<file path="src/verilog/pld_lut_map.svh">
// Offsets, field positions, reset values and codes of the lookup block.
`ifndef PLD_LUT_MAP_SVH
`define PLD_LUT_MAP_SVH

`define PLD_LUT_BASE_ADDR 8'h28
`define PLD_UPPER_FIRST_ADDR 8'h28
`define PLD_LOWER_FIRST_ADDR 8'h29
`define PLD_UPPER_SECOND_ADDR 8'h2A
`define PLD_LOWER_SECOND_ADDR 8'h2B
`define PLD_ADV_ADDR 8'hAD
`define PLD_PIN_VALUE_ADDR 8'h10
`define PLD_IRQ_FLAGS_ADDR 8'h11
`define PLD_LUT_COUNT 8'h04
`define PLD_LUT_RESET 8'h00
`define PLD_ADV_RESET 8'h00
`define PLD_ADV_AUTOCLR_BIT 2
`define PLD_ADV_BOOST_BIT 1
`define PLD_ADV_WRITE_MASK 8'h06
`define PLD_IRQ_CLEAR_ALL 8'hFF
`define PLD_IRQ_CLEAR_NONE 8'h00
`define PLD_UNMAPPED_READ 8'h00
`define PLD_MODE_3TO2 2'h2

`endif

</file>
<file path="src/verilog/pld_lut_pkg.sv">
// Types shared by the lookup block and its users.
package pld_lut_pkg;

    typedef struct packed
    {
        logic wr;
        logic rd;
        logic [7:0] addr;
        logic [7:0] wdata;
    } reg_req_t;

    typedef logic [7:0] lut_byte_t;

endpackage

</file>
<file path="src/verilog/pld_lut_select.sv">
// One 3-to-1 table lookup, gated by its bank's mode.
`timescale 1ns/1ps
module pld_lut_select #(
    parameter int SEL_W = 3
)(
    // Table and selection.
    input wire logic [(1<<SEL_W)-1:0] i_table,
    input wire logic [SEL_W-1:0] i_sel,
    // Bank enable.
    input wire logic i_en,
    // Result.
    output logic o_bit
);
    always_comb
    begin
        o_bit = 1'b0;
        if (i_en)
        begin
            o_bit = i_table[i_sel];
        end
    end
endmodule

</file>
<file path="src/verilog/pld_lut_regs.sv">
// Lookup tables and advanced settings of the expander's logic block.
`timescale 1ns/1ps
`include "pld_lut_map.svh"
module pld_lut_regs #(
    parameter int SEL_W = 3,
    parameter int MODE_W = 2
)(
    // Clock, reset and clock enable.
    input wire logic i_clk,
    input wire logic i_rst,
    input wire logic i_ce,
    // Register access from the serial slave.
    input wire pld_lut_pkg::reg_req_t i_req,
    output logic [7:0] o_reg_rdata,
    // Selection pins and bank modes.
    input wire logic [SEL_W-1:0] i_upper_sel_pins,
    input wire logic [SEL_W-1:0] i_lower_sel_pins,
    input wire logic [MODE_W-1:0] i_upper_bank_logic_mode,
    input wire logic [MODE_W-1:0] i_lower_bank_logic_mode,
    // Lookup results: bit 0 pin 11, 1 pin 3, 2 pin 12, 3 pin 4.
    output logic [3:0] o_lut_out,
    output logic [3:0] o_lut_oe,
    // Settings and interrupt flag clearing.
    output logic o_boost_en,
    output logic [7:0] o_irq_clear_mask
);
    import pld_lut_pkg::*;

    ////////////////////////////////////////////////////////////////////////
    // Pin synchronisers.

    logic [SEL_W-1:0] up_s1_r;
    logic [SEL_W-1:0] up_s2_r;
    logic [SEL_W-1:0] lo_s1_r;
    logic [SEL_W-1:0] lo_s2_r;
    logic [SEL_W-1:0] up_s1_nxt;
    logic [SEL_W-1:0] up_s2_nxt;
    logic [SEL_W-1:0] lo_s1_nxt;
    logic [SEL_W-1:0] lo_s2_nxt;

    always_comb
    begin
        up_s1_nxt = up_s1_r;
        up_s2_nxt = up_s2_r;
        lo_s1_nxt = lo_s1_r;
        lo_s2_nxt = lo_s2_r;
        if (i_ce)
        begin
            up_s1_nxt = i_upper_sel_pins;
            up_s2_nxt = up_s1_r;
            lo_s1_nxt = i_lower_sel_pins;
            lo_s2_nxt = lo_s1_r;
        end
    end

    always_ff @(posedge i_clk)
    begin
        if (i_rst)
        begin
            up_s1_r <= '0;
            up_s2_r <= '0;
            lo_s1_r <= '0;
            lo_s2_r <= '0;
        end
        else
        begin
            up_s1_r <= up_s1_nxt;
            up_s2_r <= up_s2_nxt;
            lo_s1_r <= lo_s1_nxt;
            lo_s2_r <= lo_s2_nxt;
        end
    end

    ////////////////////////////////////////////////////////////////////////
    // Register file.

    lut_byte_t lut_r [0:3];
    lut_byte_t lut_nxt [0:3];
    logic [7:0] adv_r;
    logic [7:0] adv_nxt;
    logic [7:0] rdata_r;
    logic [7:0] rdata_nxt;
    logic [7:0] clr_r;
    logic [7:0] clr_nxt;
    logic [7:0] lut_off;
    logic lut_hit;
    logic [1:0] lut_idx;

    assign lut_off = i_req.addr - `PLD_LUT_BASE_ADDR;
    assign lut_hit = lut_off < `PLD_LUT_COUNT;
    assign lut_idx = lut_off[1:0];

    always_comb
    begin
        lut_nxt = lut_r;
        adv_nxt = adv_r;
        rdata_nxt = rdata_r;
        clr_nxt = `PLD_IRQ_CLEAR_NONE;
        if (i_ce && i_req.wr)
        begin
            if (lut_hit)
            begin
                lut_nxt[lut_idx] = i_req.wdata;
            end
            // Reserved bits are not stored and read back as zero.
            if (i_req.addr == `PLD_ADV_ADDR)
            begin
                adv_nxt = i_req.wdata & `PLD_ADV_WRITE_MASK;
            end
            if (i_req.addr == `PLD_IRQ_FLAGS_ADDR)
            begin
                clr_nxt = i_req.wdata;
            end
        end
        if (i_ce && i_req.rd)
        begin
            if (lut_hit)
            begin
                rdata_nxt = lut_r[lut_idx];
            end
            else if (i_req.addr == `PLD_ADV_ADDR)
            begin
                rdata_nxt = adv_r;
            end
            else
            begin
                rdata_nxt = `PLD_UNMAPPED_READ;
            end
            if (i_req.addr == `PLD_PIN_VALUE_ADDR
                && adv_r[`PLD_ADV_AUTOCLR_BIT])
            begin
                clr_nxt = `PLD_IRQ_CLEAR_ALL;
            end
        end
        if (!i_ce)
        begin
            clr_nxt = clr_r;
        end
    end

    always_ff @(posedge i_clk)
    begin
        if (i_rst)
        begin
            for (int k = 0; k < 4; k++)
            begin
                lut_r[k] <= `PLD_LUT_RESET;
            end
            adv_r <= `PLD_ADV_RESET;
            rdata_r <= `PLD_UNMAPPED_READ;
            clr_r <= `PLD_IRQ_CLEAR_NONE;
        end
        else
        begin
            lut_r <= lut_nxt;
            adv_r <= adv_nxt;
            rdata_r <= rdata_nxt;
            clr_r <= clr_nxt;
        end
    end

    ////////////////////////////////////////////////////////////////////////
    // Table lookups, one per driven pin.

    logic upper_on;
    logic lower_on;
    logic [3:0] sel_bit;
    logic [3:0] bank_on;
    logic [3:0] out_r;
    logic [3:0] out_nxt;
    logic [3:0] oe_r;
    logic [3:0] oe_nxt;
    logic boost_r;
    logic boost_nxt;

    assign upper_on = i_upper_bank_logic_mode == `PLD_MODE_3TO2;
    assign lower_on = i_lower_bank_logic_mode == `PLD_MODE_3TO2;

    // Even entries belong to the upper bank, odd ones to the lower bank.
    for (genvar g = 0; g < 4; g++)
    begin : g_lut
        assign bank_on[g] = (g % 2 == 0) ? upper_on : lower_on;
        pld_lut_select #(
            .SEL_W(SEL_W)
        ) u_sel (
            .i_table(lut_r[g]),
            .i_sel((g % 2 == 0) ? up_s2_r : lo_s2_r),
            .i_en(bank_on[g]),
            .o_bit(sel_bit[g])
        );
    end

    always_comb
    begin
        out_nxt = out_r;
        oe_nxt = oe_r;
        boost_nxt = boost_r;
        if (i_ce)
        begin
            out_nxt = sel_bit;
            oe_nxt = bank_on;
            boost_nxt = adv_nxt[`PLD_ADV_BOOST_BIT];
        end
    end

    always_ff @(posedge i_clk)
    begin
        if (i_rst)
        begin
            out_r <= '0;
            oe_r <= '0;
            boost_r <= 1'b0;
        end
        else
        begin
            out_r <= out_nxt;
            oe_r <= oe_nxt;
            boost_r <= boost_nxt;
        end
    end

    assign o_lut_out = out_r;
    assign o_lut_oe = oe_r;
    assign o_boost_en = boost_r;
    assign o_irq_clear_mask = clr_r;
    assign o_reg_rdata = rdata_r;

    ////////////////////////////////////////////////////////////////////////
    // Checks.

    property p_upper_first;
        @(posedge i_clk) disable iff (i_rst)
        (i_ce && upper_on) |=> o_lut_out[0] == $past(lut_r[0][up_s2_r]);
    endproperty
    a_upper_first: assert property (p_upper_first)
        else $error("Pin 11 does not follow the upper first table.");

    property p_lower_first;
        @(posedge i_clk) disable iff (i_rst)
        (i_ce && lower_on) |=> o_lut_out[1] == $past(lut_r[1][lo_s2_r]);
    endproperty
    a_lower_first: assert property (p_lower_first)
        else $error("Pin 3 does not follow the lower first table.");

    property p_upper_second;
        @(posedge i_clk) disable iff (i_rst)
        (i_ce && upper_on) |=> o_lut_out[2] == $past(lut_r[2][up_s2_r]);
    endproperty
    a_upper_second: assert property (p_upper_second)
        else $error("Pin 12 does not follow the upper second table.");

    property p_lower_second;
        @(posedge i_clk) disable iff (i_rst)
        (i_ce && lower_on) |=> o_lut_out[3] == $past(lut_r[3][lo_s2_r]);
    endproperty
    a_lower_second: assert property (p_lower_second)
        else $error("Pin 4 does not follow the lower second table.");

    property p_mode_gate;
        @(posedge i_clk) disable iff (i_rst)
        (i_ce && !upper_on && !lower_on) |=> (o_lut_oe == 4'h0
            && o_lut_out == 4'h0);
    endproperty
    a_mode_gate: assert property (p_mode_gate)
        else $error("A table acts outside 3-to-2 mode.");

    property p_autoclear;
        @(posedge i_clk) disable iff (i_rst)
        (i_ce && i_req.rd && i_req.addr == `PLD_PIN_VALUE_ADDR)
        |=> o_irq_clear_mask == ($past(adv_r[`PLD_ADV_AUTOCLR_BIT])
            ? `PLD_IRQ_CLEAR_ALL : `PLD_IRQ_CLEAR_NONE);
    endproperty
    a_autoclear: assert property (p_autoclear)
        else $error("Auto-clear on data read misbehaves.");

    property p_boost;
        @(posedge i_clk) disable iff (i_rst)
        (i_ce && i_req.wr && i_req.addr == `PLD_ADV_ADDR)
        |=> o_boost_en == $past(i_req.wdata[`PLD_ADV_BOOST_BIT]);
    endproperty
    a_boost: assert property (p_boost)
        else $error("Boost enable does not follow its setting bit.");

    property p_reset;
        @(posedge i_clk)
        i_rst |=> (adv_r == `PLD_ADV_RESET && lut_r[0] == `PLD_LUT_RESET
            && lut_r[1] == `PLD_LUT_RESET && lut_r[2] == `PLD_LUT_RESET
            && lut_r[3] == `PLD_LUT_RESET && !o_boost_en);
    endproperty
    a_reset: assert property (p_reset)
        else $error("Registers are not zero after reset.");

    property p_flag_clear;
        @(posedge i_clk) disable iff (i_rst)
        (i_ce && i_req.wr && !i_req.rd
            && i_req.addr == `PLD_IRQ_FLAGS_ADDR)
        |=> o_irq_clear_mask == $past(i_req.wdata) ##1
            (o_irq_clear_mask == `PLD_IRQ_CLEAR_NONE || !$past(i_ce)
             || $past(i_req.wr) || $past(i_req.rd));
    endproperty
    a_flag_clear: assert property (p_flag_clear)
        else $error("Flag clear mask does not match the written ones.");

    property p_pin_follow;
        @(posedge i_clk) disable iff (i_rst)
        (i_ce && upper_on && !i_req.wr) [*3]
        |=> o_lut_out[0] == $past(lut_r[0][i_upper_sel_pins], 3);
    endproperty
    a_pin_follow: assert property (p_pin_follow)
        else $error("Lookup does not follow the pins within three cycles.");

endmodule

</file>
<file path="config.mk">
export PLATFORM = sky130hd
export DESIGN_NAME = pld_lut_regs
export DESIGN_NICKNAME = d
export VERILOG_FILES = /design/src/verilog/pld_lut_pkg.sv /design/src/verilog/pld_lut_select.sv /design/src/verilog/pld_lut_regs.sv
export VERILOG_INCLUDE_DIRS = /design/src /design/src/verilog
export SDC_FILE = /design/constraint.sdc
export NUM_CORES = 1
export LEC_CHECK = 0
export ABC_AREA = 1
export BUFFER_PORTS_ARGS = -buffer_cell sky130_fd_sc_hd__buf_2
export CORE_ASPECT_RATIO = 0.9
export CORE_UTILIZATION = 59
export CTS_BUF_LIST = sky130_fd_sc_hd__clkbuf_2 sky130_fd_sc_hd__clkbuf_4 sky130_fd_sc_hd__clkbuf_8
export CTS_CLUSTER_DIAMETER = 50
export DETAILED_ROUTE_END_ITERATION = 10
export GPL_TIMING_DRIVEN = 0
export PLACE_DENSITY_LB_ADDON = 0.08
export SYNTH_ARGS = -nofsm -noshare
export SYNTH_HDL_FRONTEND = slang
export SYNTH_HIERARCHICAL = 1
export SYNTH_SLANG_ARGS = --single-unit
</file>
<file path="constraint.sdc">
create_clock -name i_clk -period 2 [get_ports i_clk]
set_input_delay 0.6 -clock i_clk [delete_from_list [all_inputs] [get_ports i_clk]]
set_output_delay 0.6 -clock i_clk [all_outputs]
set_load 0.01 [all_outputs]
</file>
==> impl_metrics.env <==
export IMPL_status="completed"
export IMPL_syn_area_um2=3530
export IMPL_crit_path_max_fanout=9
export IMPL_ys_top_cells_by_area="dfxtp_1 39%, nor2_1 13%, nand2_1 13%"
export IMPL_die_w_um=83.6
export IMPL_grt_pass1_vias=3387
export IMPL_track_usage_pct=32.1
export IMPL_worst_pin_slew_ns=0.540
export IMPL_crit_chain="buf_2 -> inv_1 -> ha_1 -> nand2_1 -> inv_1 -> nand2_2 -> a21oi_4 -> nand3_1 -> nand2_1 -> a21oi_1"
export IMPL_io_buffers=53
export IMPL_vias=3727
export IMPL_nFillCells=538
export IMPL_dp_hpwl_um=7200
export IMPL_ctsResizeCount=0
export IMPL_ctsHoldBuffers=0
export IMPL_fmax_ghz=0.538
export IMPL_nNetsFinal=660
export IMPL_crit_type="input port to flop"
export IMPL_diodes=0
export IMPL_worstPathArrival_ns=2.07
export IMPL_core_um2=5730
export IMPL_final_cell_count_no_fill=703
export IMPL_finalHoldViolCount=0
export IMPL_firstDrtPassIters=5
export IMPL_synth_net_count=596
export IMPL_cp_slowest_cell="nand3_1"
export IMPL_antenna_found_initial=0
export IMPL_dieArea_um2=6300
export IMPL_syn_to_final_growth_pct=17.0
export IMPL_utilization_pct=72.2
export IMPL_post_cts_repair_setup_buffers=0
export IMPL_crit_buf_inv=3
export IMPL_htreeDepth=3
export IMPL_drv_slew=0
export IMPL_tritoncts="done"
export IMPL_via_per_inst=5.30
export IMPL_hold_class="flop to flop"
export IMPL_dp_cells=687
export IMPL_path_clk_slew_ns=0.07
export IMPL_crit_path_start_kind="input port"
export IMPL_fin_crit_ns=1.86
export IMPL_first_iter_violations=265
export IMPL_cp_required_ns=2.21
export IMPL_grt_pass1_wl_um=15700
export IMPL_initial_utilization_pct=61.7
export IMPL_p_per_area_nw_per_um2=762
export IMPL_yosys_area_top_type="dfxtp_1"
export IMPL_routed_wl_um=9560
export IMPL_cp_top_family="simple AND/OR/NAND/NOR gates"
export IMPL_period_share_pct=92.9
export IMPL_max_slew_margin_pct=64.0
export IMPL_end_kind="flop"
export IMPL_layout_drive_gt1_share_pct=15.6
export IMPL_slowest_delay_ns=0.32
export IMPL_synth_top_area_share_pct=39.1
export IMPL_max_cap_viol_count=0
export IMPL_vdd_drop_max_v=0.000682
export IMPL_multi_input_area_um2=1700
export IMPL_die_height_um=75.4
export IMPL_leakage_nw=1.93
export IMPL_layout_common_cells="126 x nor2_1, 122 x nand2_1, 77 x inv_1, 69 x dfxtp_1, 59 x buf_2"
export IMPL_pin_count=56
export IMPL_clock_sinks=69
export IMPL_drt_antenna_violating_nets=0
export IMPL_yosysUniqueCellTypes=22
export IMPL_setup_viol=0
export IMPL_clock_root_buffer="clkbuf_8"
export IMPL_ys_ff_latch=69
export IMPL_numCtsBuffers=9
export IMPL_drcViolationCount=0
export IMPL_grt_max_degree=13
export IMPL_register_area_um2=1380
export IMPL_rsz0062_at_grt="no"
export IMPL_overflow=0
export IMPL_gp_congestion=0.920
export IMPL_layout_commonest_cell="nor2_1"
export IMPL_yosys_warnings=6
export IMPL_std_cell_rows=26
export IMPL_synth_area_per_cell_um2=6.26
export IMPL_syn_inst=564
export IMPL_clk_latency_ns=0.35
export IMPL_clock_path_buffers=2
export IMPL_skew_ns=0.00887
export IMPL_synth_seq_area_share_pct=39.1
export IMPL_wl_per_cell_um=13.6
## tightest hold or removal path: stages (launching register included)
cell and delay (ns):
dfxtp_1 0.31, nand2_1 0.06, a21oi_1 0.05
## cell type report
type	count	area share, %
multi-input cells	386	41.1
flip-flops and latches	69	33.4
well taps	70	2.12
clock inverters	6	2.66
inverters	86	7.81
repair buffers	53	6.42
clock buffers	10	3.33
plain buffers	23	3.18
## Yosys cell counts
cell type  number
a21oi_4         1
nand3_2         2
a21oi_1        31
buf_2           6
dfxtp_1        69
buf_4           6
nor2_4          2
nand2_2         2
clkbuf_1        9
buf_6           2
nor2_1        126
nand2_1       122
nand4_1        21
clkinv_1        2
o21ai_1         2
inv_1          77
nor2_2          1
ha_1            1
o21ai_0        38
o21ai_2         1
inv_2           7
nand3_1        36
## through the flow
stage	TNS [ns]	power, mW	worst slack (ns)	instance area, um2	hold slack, ns
2_1_floorplan	0	1.65	0.222	3530	0.449
3_3_place_gp	-2.79	1.76	-0.113	3880	0.451
3_5_place_dp	-4.27	1.77	-0.184	3880	0.455
4_1_cts	0	3.16	0.163	4130	0.465
5_1_grt	0	3.27	0.0233	4130	0.478
6_report	0	3.15	0.142	4130	0.468
## power by group
group	switching, mW	internal, mW
Clock	0.550	0.860
Sequential	0.0307	1.41
Combinational	0.202	0.102
Total	0.783	2.37
## state kept, by name, summed over array words and instances (netlist names)
name / cells
lut_r: 32
o_irq_clear_mask: 8
o_reg_rdata: 8
o_lut_out: 4
lo_s1_r: 3
lo_s2_r: 3
up_s1_r: 3
up_s2_r: 3
adv_r: 2
o_lut_oe: 2
o_boost_en: 1
## cells by family (layout without fill, tap and decap cells)
kind of cell    count (synthesis)  in the layout  synth area share (%)
compound gates                 73             73                  10.8
fa+ha+maj                       1              1                 0.354
buf+inv                       109            178                  12.9
flops                          69             69                  39.1
simple gates                  312            312                  36.9
## routing by layer
| layer | vias up | global-route usage [%] | share of wire [%] |
|---|---|---|---|
| met4 | 0 | 11.3 | 2.4 |
| met3 | 23 | 7.69 | 7.4 |
| li1 | 1883 | - | - |
| met5 | - | 0 | 0 |
| met1 | 1665 | 40.6 | 44 |
| met2 | 156 | 54.7 | 46 |
## path summary, 6_finish.rpt
check,startpoint,to,slack (ns),depth (start not counted)
setup / recovery,i_req[11],lut_r[11],0.14,10
hold / removal,o_reg_rdata[2],o_reg_rdata[2],0.47,2
setup reg to reg,up_s2_r[0],o_lut_out[0],0.69,8
hold reg to reg,o_reg_rdata[2],o_reg_rdata[2],0.47,2
Power figures use the tool's default switching activity.
